===== config.mk =====
export PLATFORM = sky130hd
export DESIGN_NAME = cpsl_link
export DESIGN_NICKNAME = d
export VERILOG_FILES = /design/src/shared/cpsl_pkg.sv /design/src/design/cpsl_eeprom_load.sv /design/src/design/cpsl_link.sv
export SDC_FILE = /design/constraint.sdc
export NUM_CORES = 1
export LEC_CHECK = 0
export BUFFER_PORTS_ARGS = -buffer_cell sky130_fd_sc_hd__clkbuf_2
export CAP_MARGIN = 20
export CELL_PAD_IN_SITES_DETAIL_PLACEMENT = 1
export CELL_PAD_IN_SITES_GLOBAL_PLACEMENT = 1
export CORE_MARGIN = 2
export CORE_UTILIZATION = 38
export CTS_CLUSTER_SIZE = 10
export DETAILED_ROUTE_END_ITERATION = 10
export PLACE_DENSITY_LB_ADDON = 0.1
export SLEW_MARGIN = 20
export SYNTH_ARGS = -nofsm -noshare
export SYNTH_HDL_FRONTEND = slang
export SYNTH_SLANG_ARGS = --single-unit

===== constraint.sdc =====
create_clock -name clk_sys_i -period 1.45 [get_ports clk_sys_i]
set_input_delay 0.145 -clock clk_sys_i [delete_from_list [all_inputs] [get_ports clk_sys_i]]
set_output_delay 0.145 -clock clk_sys_i [all_outputs]
set_load 0.02 [all_outputs]

===== src/shared/cpsl_pkg.sv =====
// Constants and carrier types for the card power switch serial link.
// Assumes a single 20 MHz system clock standing in for the bus clock.
package cpsl_pkg;

    // ------------------------------------------------------------
    // Timing
    // ------------------------------------------------------------
    localparam int unsigned CLK_HZ       = 20_000_000;
    localparam int unsigned CLK_DIV      = 36;
    localparam int unsigned SW_MAX_HZ    = 2_000_000;
    localparam int unsigned HALF_DIV     = CLK_DIV / 2;
    localparam logic [5:0]  HALF_LAST    = 6'(HALF_DIV - 1);
    localparam logic [5:0]  CNT_ZERO     = 6'h00;

    // ------------------------------------------------------------
    // Word layout: socket A then socket B, two fields each
    // ------------------------------------------------------------
    localparam int unsigned WORD_BITS    = 8;
    localparam logic [3:0]  BIT_LAST     = 4'(WORD_BITS - 1);
    localparam logic [3:0]  BIT_ZERO     = 4'h0;

    // ------------------------------------------------------------
    // Serial EEPROM loader
    // ------------------------------------------------------------
    localparam int unsigned EE_BITS      = 16;
    localparam logic [4:0]  EE_LAST      = 5'(EE_BITS - 1);
    localparam logic [15:0] EE_WORD_RST  = 16'h0000;

    typedef struct packed {
        logic [1:0] vpp_a;
        logic [1:0] vcc_a;
        logic [1:0] vpp_b;
        logic [1:0] vcc_b;
    } cpsl_pwr_s;

    typedef struct packed {
        logic out;
        logic oe;
    } cpsl_pin_s;

    typedef enum logic [3:0] {
        ST_IDLE  = 4'b0001,
        ST_LOW   = 4'b0010,
        ST_HIGH  = 4'b0100,
        ST_LATCH = 4'b1000
    } cpsl_state_e;

endpackage : cpsl_pkg


===== src/design/cpsl_eeprom_load.sv =====
// Serial EEPROM default loader on the two multipurpose pins.
// Assumes the pins are open drain with external pull-ups.
`timescale 1ns/1ns
`default_nettype none
module cpsl_eeprom_load (
    // Clock and reset
    input  wire logic             clk_sys_i,
    input  wire logic             sys_rst_i,
    // Control
    input  wire logic             enable_i,
    // Pins
    input  wire logic             sda_i,
    output cpsl_pkg::cpsl_pin_s   scl_o,
    output cpsl_pkg::cpsl_pin_s   sda_o,
    // Result
    output logic [15:0]           subsys_id_o,
    output logic                  done_o
);
    logic [5:0]  div_ff;
    logic [4:0]  bit_ff;
    logic        phase_ff;
    logic        done_ff;
    logic [15:0] word_ff;
    wire         tick = (div_ff == cpsl_pkg::HALF_LAST);
    wire         busy = enable_i & ~done_ff;

    // --------------------------------------------------------------
    // Clock the default word in, one bit per slow period
    // --------------------------------------------------------------
    always_ff @(posedge clk_sys_i) begin
        if (sys_rst_i) begin
            div_ff   <= cpsl_pkg::CNT_ZERO;
            bit_ff   <= 5'h00;
            phase_ff <= 1'b0;
            done_ff  <= 1'b0;
            word_ff  <= cpsl_pkg::EE_WORD_RST;
        end else if (busy) begin
            div_ff <= tick ? cpsl_pkg::CNT_ZERO : div_ff + 6'h01;
            if (tick) begin
                phase_ff <= ~phase_ff;
                if (phase_ff) begin
                    word_ff <= {word_ff[14:0], sda_i};
                    bit_ff  <= bit_ff + 5'h01;
                    done_ff <= (bit_ff == cpsl_pkg::EE_LAST);
                end
            end
        end
    end

    // Open drain: drive low only, release for high
    assign scl_o       = '{out: 1'b0, oe: busy & ~phase_ff};
    assign sda_o       = '{out: 1'b0, oe: 1'b0};
    assign subsys_id_o = word_ff;
    assign done_o      = done_ff;
endmodule : cpsl_eeprom_load
`default_nettype wire


===== src/design/cpsl_link.sv =====
// Three-line serial link to an external dual-slot card power switch.
// Assumes the system clock is the bus clock and the latch pin is strapped at reset.
//
// What this block does
// - Data changes at word start and on clock fall, so it is stable at each rising edge.
// - Clock pin is input while the select bit is low; the select bit high turns it into output.
// - Driven clock is the bus clock divided by 36.
// - Switch clock never exceeds 2 MHz when this block drives it; an external clock is not limited.
// - Power-control word leaves one bit at a time on the data line.
// - Latch pulse tells the switch the shifted word is valid.
// - Latch strapped low selects EEPROM clock and data on the multipurpose pins.
// - In EEPROM mode, defaults load over two wires after reset.
`timescale 1ns/1ns
`default_nettype none
module cpsl_link (
    // Clock and reset
    input  wire logic                clk_sys_i,
    input  wire logic                sys_rst_i,
    // Control
    input  wire logic                switch_clock_output_select_i,
    input  wire cpsl_pkg::cpsl_pwr_s pwr_i,
    // Switch pins
    input  wire logic                sw_clk_i,
    output cpsl_pkg::cpsl_pin_s      sw_clk_o,
    output logic                     sw_data_o,
    input  wire logic                sw_latch_i,
    output cpsl_pkg::cpsl_pin_s      sw_latch_o,
    // Multipurpose pins
    input  wire logic                multipurpose_pin_one_i,
    output cpsl_pkg::cpsl_pin_s      multipurpose_pin_one_o,
    output cpsl_pkg::cpsl_pin_s      multipurpose_pin_four_o,
    // Status
    output logic                     eeprom_mode_o,
    output logic [15:0]              subsys_id_o,
    output logic                     eeprom_done_o,
    output logic                     busy_o
);
    // --------------------------------------------------------------
    // Strap capture
    // --------------------------------------------------------------
    logic strap_wait_ff;
    logic eeprom_mode_ff;
    logic nxt_eeprom_mode;

    // Latch pin is released during the first cycle so the strap is readable
    assign nxt_eeprom_mode = strap_wait_ff ? ~sw_latch_i : eeprom_mode_ff;

    // The strap is read once; a later pull on the latch line cannot change mode
    always_ff @(posedge clk_sys_i) begin
        if (sys_rst_i) begin
            strap_wait_ff  <= 1'b1;
            eeprom_mode_ff <= 1'b0;
        end else begin
            strap_wait_ff  <= 1'b0;
            eeprom_mode_ff <= nxt_eeprom_mode;
        end
    end

    // --------------------------------------------------------------
    // Word sender
    // --------------------------------------------------------------
    cpsl_pkg::cpsl_state_e state_ff;
    cpsl_pkg::cpsl_state_e nxt_state;
    cpsl_pkg::cpsl_pwr_s   sent_ff;
    cpsl_pkg::cpsl_pwr_s   nxt_sent;
    logic [7:0]            shift_ff;
    logic [7:0]            nxt_shift;
    logic [5:0]            div_ff;
    logic [5:0]            nxt_div;
    logic [3:0]            bit_ff;
    logic [3:0]            nxt_bit;
    logic                  clk_out_ff;
    logic                  nxt_clk_out;
    logic                  latch_ff;
    logic                  nxt_latch;
    logic                  data_ff;
    logic                  nxt_data;
    logic                  ext_clk_ff;

    // One decode shared by the event and status logic
    function automatic logic in_state(input cpsl_pkg::cpsl_state_e cur, input cpsl_pkg::cpsl_state_e want);
        in_state = (cur == want);
    endfunction : in_state

    // Shift a byte left by one, filling with zero
    function automatic logic [7:0] shl1(input logic [7:0] v);
        shl1 = {v[6:0], 1'b0};
    endfunction : shl1

    // --------------------------------------------------------------
    // Events
    // --------------------------------------------------------------
    wire st_idle   = in_state(state_ff, cpsl_pkg::ST_IDLE);
    wire st_low    = in_state(state_ff, cpsl_pkg::ST_LOW);
    wire st_high   = in_state(state_ff, cpsl_pkg::ST_HIGH);
    wire half_done = (div_ff == cpsl_pkg::HALF_LAST);
    wire changed   = (pwr_i != sent_ff) & ~strap_wait_ff;
    wire use_int   = switch_clock_output_select_i;
    wire ext_rise  = sw_clk_i & ~ext_clk_ff;
    wire ext_fall  = ~sw_clk_i & ext_clk_ff;
    wire rise_evt  = st_low & (use_int ? half_done : ext_rise);
    wire fall_evt  = st_high & (use_int ? half_done : ext_fall);
    wire last_bit  = (bit_ff == cpsl_pkg::BIT_LAST);
    wire start     = st_idle & changed;
    wire advance   = fall_evt & ~last_bit;

    always_comb begin
        nxt_state = state_ff;
        case (state_ff)
            cpsl_pkg::ST_IDLE:  if (changed) nxt_state = cpsl_pkg::ST_LOW;
            cpsl_pkg::ST_LOW:   if (rise_evt) nxt_state = cpsl_pkg::ST_HIGH;
            cpsl_pkg::ST_HIGH:  if (fall_evt) nxt_state = last_bit ? cpsl_pkg::ST_LATCH : cpsl_pkg::ST_LOW;
            cpsl_pkg::ST_LATCH: if (half_done) nxt_state = cpsl_pkg::ST_IDLE;
            default:            nxt_state = cpsl_pkg::ST_IDLE;
        endcase
    end

    // --------------------------------------------------------------
    // Next values
    // --------------------------------------------------------------
    // Half period of 18 cycles gives 20 MHz / 36, well under 2 MHz
    // Restarting on every fall keeps the latch at 18 cycles with an external clock too
    assign nxt_div     = (half_done | fall_evt | st_idle) ? cpsl_pkg::CNT_ZERO : div_ff + 6'h01;
    assign nxt_sent    = start ? pwr_i : sent_ff;
    assign nxt_shift   = start ? shl1(pwr_i) : advance ? shl1(shift_ff) : shift_ff;
    assign nxt_data    = start ? pwr_i[7] : advance ? shift_ff[7] : data_ff;
    assign nxt_bit     = start ? cpsl_pkg::BIT_ZERO : advance ? bit_ff + 4'h1 : bit_ff;
    assign nxt_clk_out = rise_evt | (clk_out_ff & ~fall_evt);
    assign nxt_latch   = (nxt_state == cpsl_pkg::ST_LATCH);

    // --------------------------------------------------------------
    // Sequencer registers
    // --------------------------------------------------------------
    always_ff @(posedge clk_sys_i) begin
        if (sys_rst_i) begin
            state_ff <= cpsl_pkg::ST_IDLE;
            div_ff   <= cpsl_pkg::CNT_ZERO;
            bit_ff   <= cpsl_pkg::BIT_ZERO;
        end else begin
            state_ff <= nxt_state;
            div_ff   <= nxt_div;
            bit_ff   <= nxt_bit;
        end
    end

    // --------------------------------------------------------------
    // Word registers
    // --------------------------------------------------------------
    // The sent copy is taken at the start, so a change during a send waits for idle
    always_ff @(posedge clk_sys_i) begin
        if (sys_rst_i) begin
            sent_ff  <= '0;
            shift_ff <= 8'h00;
        end else begin
            sent_ff  <= nxt_sent;
            shift_ff <= nxt_shift;
        end
    end

    always_ff @(posedge clk_sys_i) begin
        if (sys_rst_i) begin
            data_ff <= 1'b0;
        end else begin
            data_ff <= nxt_data;
        end
    end

    // --------------------------------------------------------------
    // Pin registers
    // --------------------------------------------------------------
    always_ff @(posedge clk_sys_i) begin
        if (sys_rst_i) begin
            clk_out_ff <= 1'b0;
            latch_ff   <= 1'b0;
        end else begin
            clk_out_ff <= nxt_clk_out;
            latch_ff   <= nxt_latch;
        end
    end

    // External clock is taken as synchronous; one stage gives its edges
    always_ff @(posedge clk_sys_i) begin
        if (sys_rst_i) begin
            ext_clk_ff <= 1'b0;
        end else begin
            ext_clk_ff <= sw_clk_i;
        end
    end

    // --------------------------------------------------------------
    // EEPROM loader on the multipurpose pins
    // --------------------------------------------------------------
    cpsl_eeprom_load u_ee (
        .clk_sys_i   (clk_sys_i),
        .sys_rst_i   (sys_rst_i),
        .enable_i    (eeprom_mode_ff & ~strap_wait_ff),
        .sda_i       (multipurpose_pin_one_i),
        .scl_o       (multipurpose_pin_four_o),
        .sda_o       (multipurpose_pin_one_o),
        .subsys_id_o (subsys_id_o),
        .done_o      (eeprom_done_o)
    );

    // --------------------------------------------------------------
    // Pins
    // --------------------------------------------------------------
    assign sw_clk_o      = '{out: clk_out_ff, oe: use_int};
    assign sw_latch_o    = '{out: latch_ff, oe: ~strap_wait_ff};
    assign sw_data_o     = data_ff;
    assign eeprom_mode_o = eeprom_mode_ff;
    assign busy_o        = ~st_idle;
endmodule : cpsl_link
`default_nettype wire


==> Word level (Yosys, flattened, before mapping) <==
Cells that the tools add are included.
W data, S select, Z words.
{ "classes": {"add_sub_neg": 4, "eq_ne": 10, "muxes": 14, "bitwise_logic": 23, "reduce_logical": 5} }
{ "op_table": {"columns": ["op", "n"], "rows": [
  ["$mux W4", 5],
  ["$mux W8", 2],
  ["$pmux W4 S4", 1],
  ["$add A6 B1 Y6 const B", 2],
  ["$eq A6 B5 Y1 const B", 2],
  ["$and A1 B1 Y1", 11],
  ["$not A1 Y1", 9],
  ["$eq A4 B3 Y1 const B", 2],
  ["$eq A4 B4 Y1 const B", 2],
  ["$ne A8 B8 Y1", 1],
  ["$mux W6", 1],
  ["$add A5 B1 Y5 const B", 1],
  ["$eq A5 B4 Y1 const B", 1],
  ["$mux W1", 5],
  ["$add A4 B1 Y4 const B", 1],
  ["$eq A4 B1 Y1 const B", 1],
  ["$eq A4 B2 Y1 const B", 1],
  ["$reduce_or A2 Y1", 2],
  ["$or A1 B1 Y1", 3],
  ["$reduce_and A3 Y1", 1],
  ["$reduce_and A2 Y1", 1],
  ["$reduce_bool A2 Y1", 1]
]} }
{ "word_totals": {"register_bits": 64, "in_bits": 14, "out_inout_bits": 28, "word_cells": 75} }

==> Longest topological paths before layout <==
Gate-level depths: netlist of the first run.
{ "depth": {"ltp_word": 7, "ltp_mapped": 8, "depth_no_buf": 7} }

==> Cells and area by module <==
From an unflattened synthesis of the first run, not the netlist that was laid out.
{ "unflattened": {"cells_unflattened": 347, "area_unflattened_um2": 3084.2} }
{ "modules_own_cells": {"columns": ["module", "n_inst", "cells_each", "area_each_um2"], "rows": [
  ["cpsl_link", 1, 190, 1761.7],
  ["cpsl_eeprom_load", 1, 157, 1322.5]
]} }

==> Worst setup path after synthesis of the first run <==
OpenSTA, ideal clock, no wires.
{ "synth_path": {"kind": "reg-to-reg", "start": "reg state_ff[1]", "end": "reg shift_ff[7]", "setup_time_ns": 0.132, "arrival_time_ns": 1.504, "required_ns": 1.318, "slack_ns": -0.186, "stages_incl_launch_ff": 8, "n_path_buf": 2, "period_less_slack_ns": 1.636, "path_cell_list": "dfxtp_1 -> or4b_1 -> buf_6 -> nor2_8 -> o21ai_4 -> buf_2 -> nand3_1 -> a21oi_2"} }
{ "synth_between": {"elab_chain_len": 4, "word_cells_on_any_way": 7, "classes_between": "2 x eq/ne; 1 x mux; 3 x bitwise; 1 x reduce/logical"} }
{ "synth_lines": {"columns": ["item", "line", "source"], "rows": [
  ["from (decl)", "cpsl_link.sv:62", "cpsl_pkg::cpsl_state_e state_ff;"],
  ["from (signal assigned)", "cpsl_link.sv:136", "state_ff <= cpsl_pkg::ST_IDLE;"],
  ["from (signal assigned)", "cpsl_link.sv:140", "state_ff <= nxt_state;"],
  ["$eq A4 B3 Y1", "cpsl_link.sv:82", "in_state = (cur == want);"],
  ["$and A1 B1 Y1", "cpsl_link.sv:102", "wire fall_evt = st_high & (use_int ? half_done : ext_fall);"],
  ["$and A1 B1 Y1", "cpsl_link.sv:105", "wire advance = fall_evt & ~last_bit;"],
  ["$reduce_bool A2 Y1 (no source line)", null, null],
  ["to (signal assigned)", "cpsl_link.sv:156", "shift_ff <= nxt_shift;"],
  ["to (decl)", "cpsl_link.sv:66", "logic [7:0] shift_ff;"]
]} }
Several ways; a longest one is shown, not always the timed one.
A chain may end at the register's enable or synchronous reset.

==> Worst setup path in the final report of the first run <==
{ "layout_path": {"start": "reg state_ff[2]", "end": "out busy_o"} }
{ "layout_between": {"elab_chain_len": 2} }
{ "layout_lines": {"columns": ["item", "line", "source"], "rows": [
  ["$eq A4 B1 Y1", "cpsl_link.sv:82", null],
  ["$not A1 Y1", "cpsl_link.sv:211", "assign busy_o = ~st_idle;"],
  ["to (decl)", "cpsl_link.sv:36", "output logic busy_o"]
]} }
Every way passes these cells.

==> results of run 1 <==
==> logic make-up after synthesis <==
| kind of cell | after synthesis | synth area share |
|---|---|---|
| buf+inv | 31 | 0.0577 |
| fa+ha+maj | 7 | 0.0313 |
| flops | 64 | 0.458 |
| simple gates | 125 | 0.231 |
| mux | 7 | 0.0250 |
| other cells | 1 | 0.00134 |
| xor+xnor | 23 | 0.0720 |
| compound gates | 55 | 0.124 |
==> cell type report <==
class	count	area share
Inverter	12	0.0104
Multi-Input combinational cell	221	0.396
Timing Repair Buffer	113	0.213
Tap cell	99	0.0286
Clock buffer	13	0.0344
Clock inverter	3	0.0150
Sequential cell	64	0.303
==> repair_timing <==
action,4_1_cts,5_1_grt
gates cloned,3,2
gates resized for setup,51,69
setup endpoints to repair,51,58
endpoints found under the hold margin,1,0
buffers inserted,8,12
pin swaps,29,37
hold buffers,1,0
==> report_power, final <==
| part | switching, mW | internal (mW) | leakage [nW] | total, mW |
|---|---|---|---|---|
| registers | 0.0481 | 1.82 | 0.528 | 1.87 |
| logic | 0.326 | 0.347 | 1.17 | 0.672 |
| clock network | 0.703 | 1.02 | 0.108 | 1.72 |
| total | 1.08 | 3.18 | 1.80 | 4.26 |
==> through the flow <==
step                      hold slack (ns)  worst slack, ns
after floorplan                     0.173           -0.180
after global placement              0.345           -0.230
after detailed placement            0.349           -0.268
after CTS                          0.0245           -0.243
after global routing               0.0387           -0.269
final                              0.0448           -0.219
==> worst max path at each step <==
stage                             to  slack [ns]
after floorplan           sent_ff[2]       -0.18
after global placement     bit_ff[2]       -0.23
after detailed placement   bit_ff[1]       -0.27
after CTS                     busy_o       -0.24
after global routing      sent_ff[5]       -0.27
final                         busy_o       -0.22
==> cell usage after synthesis, drive strengths merged <==
library cell / count / area (um^2)
mux2i: 7 / 70.1
and2: 3 / 18.8
a211oi: 3 / 22.5
a21oi: 36 / 191
buf: 12 / 90.1
or3: 1 / 6.26
ha: 7 / 87.6
or3b: 1 / 8.76
nor2: 31 / 140
conb: 1 / 3.75
o21bai: 1 / 7.51
and3: 2 / 12.5
nor4b: 4 / 47.6
o211ai: 1 / 7.51
a31oi: 1 / 12.5
xor2: 8 / 70.1
or2: 1 / 6.26
or4b: 1 / 10.0
a2bb2oi: 7 / 61.3
xnor2: 15 / 131
nor3b: 2 / 26.3
nand2b: 5 / 31.3
nor2b: 2 / 12.5
nand4: 6 / 37.5
dfxtp: 64 / 1280
nand4b: 1 / 8.76
nand3b: 2 / 15.0
nand3: 12 / 60.1
a22oi: 1 / 7.51
nand2: 46 / 173
and4: 2 / 17.5
clkbuf: 7 / 26.3
o21ai: 5 / 36.3
inv: 12 / 45.0
nor3: 3 / 15.0
==> registers in the layout, summed over array words and instances (netlist names), 4 cells and up <==
signal,count
sent_ff,8
bit_ff,4
u_ee.div_ff,6
u_ee.subsys_id_o,16
div_ff,6
u_ee.bit_ff,5
shift_ff,7
state_ff,4
==> layer usage <==
| metal | routed length [um] | vias up |
|---|---|---|
| met5 | 0 | - |
| met4 | 107 | 0 |
| met3 | 275 | 10 |
| met2 | 4100 | 34 |
| met1 | 3620 | 1261 |
| li1 | - | 1269 |
==> critical path: stages, from the launching register on <==
cell and delay, ns:
dfxtp_2 0.32, or4b_4 0.58, buf_6 0.15, buf_8 0.12
==> flow_metrics.py, run 1 <==
metrics = {
    "timing": {
        "setup_viol": 38,
        "max_clock_freq_mhz": 599,
        "min_period_ns": 1.67,
        "fin_skew_ns": 0.00697,
        "hold_viol": 0,
        "max_slew_margin": 0.652,
        "final.setup.tns_ns": -4.94,
        "finalCritPeriodShare": 1.15,
        "drv_slew": 0,
        "rsz0062_at_grt": "true",
        "tightest_slew_ns": 0.521,
        "worst_slack_ns": -0.219,
    },
    "placed_design": {
        "dp_cells": 487,
        "place.gp.congestion": 0.754,
        "portBuffers": 38,
        "dp_hpwl_um": 4880,
        "place_area_um2": 3460,
    },
    "power": {
        "vdd_ir_drop_max_uv": 496,
        "power_mw": 4.26,
        "powerDensity_nw_per_um2": 984,
        "leakage_nw": 1.80,
    },
    "worst_setup_path": {
        "r2r_start": "state_ff[2]",
        "crit_start": "state_ff[2]",
        "r2r-end": "div_ff[0]",
        "cp_data_required_time_ns": 1.31,
        "path_max_fanout": 2,
        "startpoint_type": "flop",
        "rrSetupSlack_ns": -0.20,
        "reg2reg_depth": 5,
        "critPathArrivalTime_ns": 1.52,
        "path_class": "reg2out",
        "endpoint_kind": "output pin",
    },
    "synthesis": {
        "synthCells": 313,
        "synth_area_um2": 2800,
        "synth.distinct_cells": 43,
        "synth_warnings": 0,
        "ys_seq_elements": 64,
        "yosysSeqAreaShare": 0.458,
        "postSynthAreaPerCell_um2": 8.94,
    },
    "detailed_routing": {
        "avgRoutedWirePerCell_um": 15.4,
        "dr.pass1.iters": 4,
        "drc": 0,
        "ant_nets": 0,
        "vias": 2574,
        "first_iter_violations": 67,
        "wl_um": 8110,
        "via_per_inst": 4.90,
    },
    "floorplan": {
        "die_y_um": 89.8,
        "rows": 31,
        "start_util": 0.390,
        "dieWidth_um": 89.8,
        "coreArea_um2": 7180,
        "ios": 42,
        "design.die.area_um2": 8070,
    },
    "cells_and_area": {
        "multi_input_area_um2": 1710,
        "final_cell_area_um2": 4330,
        "syn2layout_area_growth_pct": 54.7,
        "insertedDiodeCount": 0,
        "layout_common_cells": "dfxtp_1 (46), buf_4 (46), clkbuf_2 (36), nand2_1 (35), nor2_1 (28)",
        "utilization": 0.603,
        "fillers": 822,
        "fin_cells": 525,
        "regArea_um2": 1310,
        "layout.nets": 442,
        "drive_gt1_frac": 0.509,
    },
    "clock_tree": {
        "cts-buffers-inserted": 9,
        "path_clk_slew_ns": 0.07,
        "cts.sinks": 64,
        "root_buffer": "clkbuf_8",
        "clk_latency_ns": 0.35,
        "cts_tree": "done",
        "clock_path_buffers": 2,
        "cts_max_level": 3,
    },
    "global_routing": {
        "grt_pass1_wl_um": 12100,
        "grt-busiest-layer": "met2",
        "antenna_found_initial": 0,
        "met3_usage": 0.0570,
        "grtUsageMet1": 0.238,
        "grt_overflow": 0,
        "grt_pass1_vias": 2546,
        "grt_max_degree": 23,
        "grt_use_total": 0.185,
        "use_met2": 0.299,
    },
    "hold_path": {
        "hold_end": "u_ee.subsys_id_o[0]",
        "holdPathStages": 3,
        "hp-class": "in2reg",
        "min_from": "multipurpose_pin_one_i",
    },
    "run_status": {
        "status": "finished, violations left",
        "violations": "setup timing",
    },
    "run": {
        "drv_cap": 0,
    },
}
Note: power is estimated with default switching activity, not from simulation.
==> inputs of run 2 (changes only) <==
--- a/config.mk
+++ b/config.mk
@@ -5,15 +5,17 @@
 export SDC_FILE = /design/constraint.sdc
 export NUM_CORES = 1
 export LEC_CHECK = 0
+export ABC_AREA = 1
 export BUFFER_PORTS_ARGS = -buffer_cell sky130_fd_sc_hd__clkbuf_2
 export CAP_MARGIN = 20
 export CELL_PAD_IN_SITES_DETAIL_PLACEMENT = 1
 export CELL_PAD_IN_SITES_GLOBAL_PLACEMENT = 1
 export CORE_MARGIN = 2
-export CORE_UTILIZATION = 38
+export CORE_UTILIZATION = 37
 export CTS_CLUSTER_SIZE = 10
 export DETAILED_ROUTE_END_ITERATION = 10
 export PLACE_DENSITY_LB_ADDON = 0.1
+export SETUP_SLACK_MARGIN = 0.15
 export SLEW_MARGIN = 20
 export SYNTH_ARGS = -nofsm -noshare
 export SYNTH_HDL_FRONTEND = slang
==> run 2 against run 1 <==
Against the previous run:
- the flow still finishes with violations (setup timing)
- synthesized cell count grew 21%
- register-to-register slack better by 0.09 ns
- critical path depth up 6
- combinational power decreased by 25%
- sequential cell count unchanged
- final cell count rose by 7.0%
- critical path type is now reg2reg
- largest cell class unchanged
==> flow_metrics.py, run 2 <==
metrics = {
    "floorplan": {
        "design.die.area_um2": 8420,
        "die_y_um": 91.8,
        "coreArea_um2": 7610,
        "ios": 42,
        "dieWidth_um": 91.8,
        "rows": 32,
        "start_util": 0.375,
    },
    "hold_path": {
        "hold_end": "u_ee.subsys_id_o[0]",
        "holdPathStages": 3,
        "hp-class": "in2reg",
        "min_from": "multipurpose_pin_one_i",
    },
    "worst_setup_path": {
        "path_max_fanout": 4,
        "max_stage_delay_ns": 0.32,
        "critPathArrivalTime_ns": 1.83,
        "critPathTopFamily": "simple AND/OR/NAND/NOR gates",
        "crit_buf_inv": 2,
        "r2r_start": "u_ee.div_ff[1]",
        "cp_data_required_time_ns": 1.72,
        "r2r-end": "u_ee.bit_ff[2]",
        "crit_start": "u_ee.div_ff[1]",
        "rrSetupSlack_ns": -0.11,
        "reg2reg_depth": 9,
        "endpoint_kind": "flop",
        "critPathSlowestCell": "dfxtp_2",
        "cp_cell_sequence": "inv_2 -> ha_4 -> nand4_1 -> nor2_2 -> nand2_4 -> buf_6 -> o21ai_2 -> nand2_1 -> a31oi_1",
        "path_class": "reg2reg",
        "startpoint_type": "flop",
    },
    "power": {
        "leakage_nw": 1.73,
        "power_mw": 4.07,
        "vdd_ir_drop_max_uv": 394,
        "powerDensity_nw_per_um2": 995,
    },
    "synthesis": {
        "async_flop_share": 0,
        "ys_seq_elements": 64,
        "yosysSeqAreaShare": 0.450,
        "synth_edf_count": 0,
        "postSynthAreaPerCell_um2": 7.52,
        "yosys_most_used_dff": "dfxtp_1",
        "synth_most_common_cell": "nand2_1",
        "synth.distinct_cells": 36,
        "synth_warnings": 0,
        "synth.top_cell.area_share": 0.450,
        "ys_top_cells_by_count": "nand2_1 (87), dfxtp_1 (64), nor2_1 (40)",
        "synthCells": 379,
        "synth.area.top_cells": "dfxtp_1 (45%), nand2_1 (11%), a21oi_1 (5.8%)",
        "synth_area_um2": 2850,
        "yosysTopAreaCell": "dfxtp_1",
    },
    "global_routing": {
        "grt_overflow": 0,
        "grt_pass1_vias": 2778,
        "grt_max_degree": 38,
        "grt_pass1_wl_um": 12600,
        "grt_use_total": 0.188,
        "antenna_found_initial": 0,
    },
    "detailed_routing": {
        "wl_met2_um": 4020,
        "top_layer": "met4",
        "wl_met1_um": 3380,
        "first_iter_violations": 72,
        "avgRoutedWirePerCell_um": 13.7,
        "via_per_inst": 4.78,
        "drc": 0,
        "wl_met3_um": 194,
        "dr.pass1.iters": 4,
        "ant_nets": 0,
        "vias": 2684,
        "wl_um": 7700,
    },
    "cells_and_area": {
        "layout_common_cells": "nand2_1 (65), dfxtp_1 (49), clkbuf_2 (35), nor2_1 (30), inv_1 (29)",
        "fillers": 919,
        "layout.nets": 476,
        "layout_commonest_cell": "nand2_1",
        "largest_reg_flops": 16,
        "final_cell_area_um2": 4090,
        "syn2layout_area_growth_pct": 43.5,
        "drive_gt1_frac": 0.428,
        "insertedDiodeCount": 0,
    },
    "clock_tree": {
        "cts_tree": "done",
        "cts-buffers-inserted": 9,
        "cts_max_level": 3,
        "path_clk_slew_ns": 0.07,
        "root_buffer": "clkbuf_8",
        "clk_latency_ns": 0.35,
        "cts.sinks": 64,
        "cts_hold_buf": 0,
        "clock_path_buffers": 2,
    },
    "run": {
        "drv_cap": 0,
    },
    "timing": {
        "hold_viol": 0,
        "max_clock_freq_mhz": 641,
        "min_period_ns": 1.56,
        "max_slew_margin": 0.566,
        "setup_viol": 23,
        "drv_slew": 0,
        "tightest_slew_ns": 0.647,
        "worst_slack_ns": -0.110,
        "fin_skew_ns": 0.00842,
        "finalCritPeriodShare": 1.08,
        "rsz0062_at_grt": "true",
    },
    "placed_design": {
        "place.gp.congestion": 0.750,
        "place_area_um2": 3310,
        "portBuffers": 38,
        "dp_hpwl_um": 5090,
    },
    "run_status": {
        "status": "finished, violations left",
        "violations": "setup timing",
    },
}
## run 2: cell count changes after synthesis, moves of 6 or more
cell,change
a2bb2oi_1,-7
inv_1,+27
mux2i_1,-7
nand2_1,+41
nand3_1,+11
nand4_1,+6
nor2_1,+11
o21ai_0,+9
xnor2_1,-10
## run 2: kinds of logic after synthesis
logic type / Yosys count / synth area share
other cells: 1 / 0.00132
compound gates: 53 / 0.0992
xor+xnor: 9 / 0.0277
simple gates: 181 / 0.292
buf+inv: 64 / 0.0992
flops: 64 / 0.450
fa+ha+maj: 7 / 0.0307
## run 2: how the worst max path moves through the flow
| stage | endpoint | slack, ns | cells after the start |
|---|---|---|---|
| 2_1_floorplan | shift_ff[5] | 0.08 | 11 |
| 3_3_place_gp | state_ff[1] | 0.007 | 8 |
| 3_5_place_dp | u_ee.bit_ff[4] | -0.03 | 9 |
| 4_1_cts | shift_ff[5] | -0.001 | 9 |
| 5_1_grt | u_ee.bit_ff[2] | -0.25 | 9 |
| 6_report | u_ee.bit_ff[2] | -0.11 | 9 |
## run 2: layer usage
metal | vias to the layer above | global-route usage
met1 | 1288 | 0.213
li1 | 1365 | -
met4 | 0 | 0.0920
met2 | 25 | 0.343
met5 | - | 0
met3 | 6 | 0.0296
## run 2: where the power goes
part           internal [mW]  leakage (nW)  switching [mW]
Clock                   1.01         0.112           0.713
Sequential              1.82         0.526          0.0350
Combinational          0.215          1.09           0.286
## run 2: per-stage QoR
| step | util | setup WS [ns] | hold slack, ns | cells | setup TNS [ns] |
|---|---|---|---|---|---|
| CTS | 0.506 | -0.00127 | 0.00342 | 556 | -0.00127 |
| global placement | 0.435 | 0.00737 | 0.378 | 529 | 0 |
| detailed placement | 0.435 | -0.0346 | 0.388 | 529 | -0.106 |
| floorplan | - | 0.0821 | 0.173 | 381 | 0 |
| finish | 0.538 | -0.110 | 0.00923 | 562 | -0.665 |
| global route | 0.538 | -0.247 | 0.0224 | 562 | -4.74 |
## run 2: cell type report
cell class | count | area [um^2] | share of cell area
inverter | 46 | 188 | 0.0459
clock buffer | 10 | 138 | 0.0336
sequential | 64 | 1300 | 0.318
timing repair buffer | 81 | 648 | 0.158
multi-input combinational | 253 | 1600 | 0.392
clock inverter | 6 | 82.6 | 0.0202
tap | 102 | 128 | 0.0312
## run 2: what timing repair did
item / 4_1_cts / 5_1_grt
endpoints found under the setup margin: 61 / 61
setup buffers: 10 / 5
endpoints found under the hold margin: 0 / 0
pin swaps: 13 / 26
cloned: 1 / 1
gates resized for setup: 76 / 49
## run 2: worst register-to-register path: cells and delay by family, from the launching register on
family          cells  cell delay (ns)
compound gates      2             0.25
simple gates        4             0.59
flops               1             0.32
fa+ha+maj           1             0.11
buf+inv             2             0.21
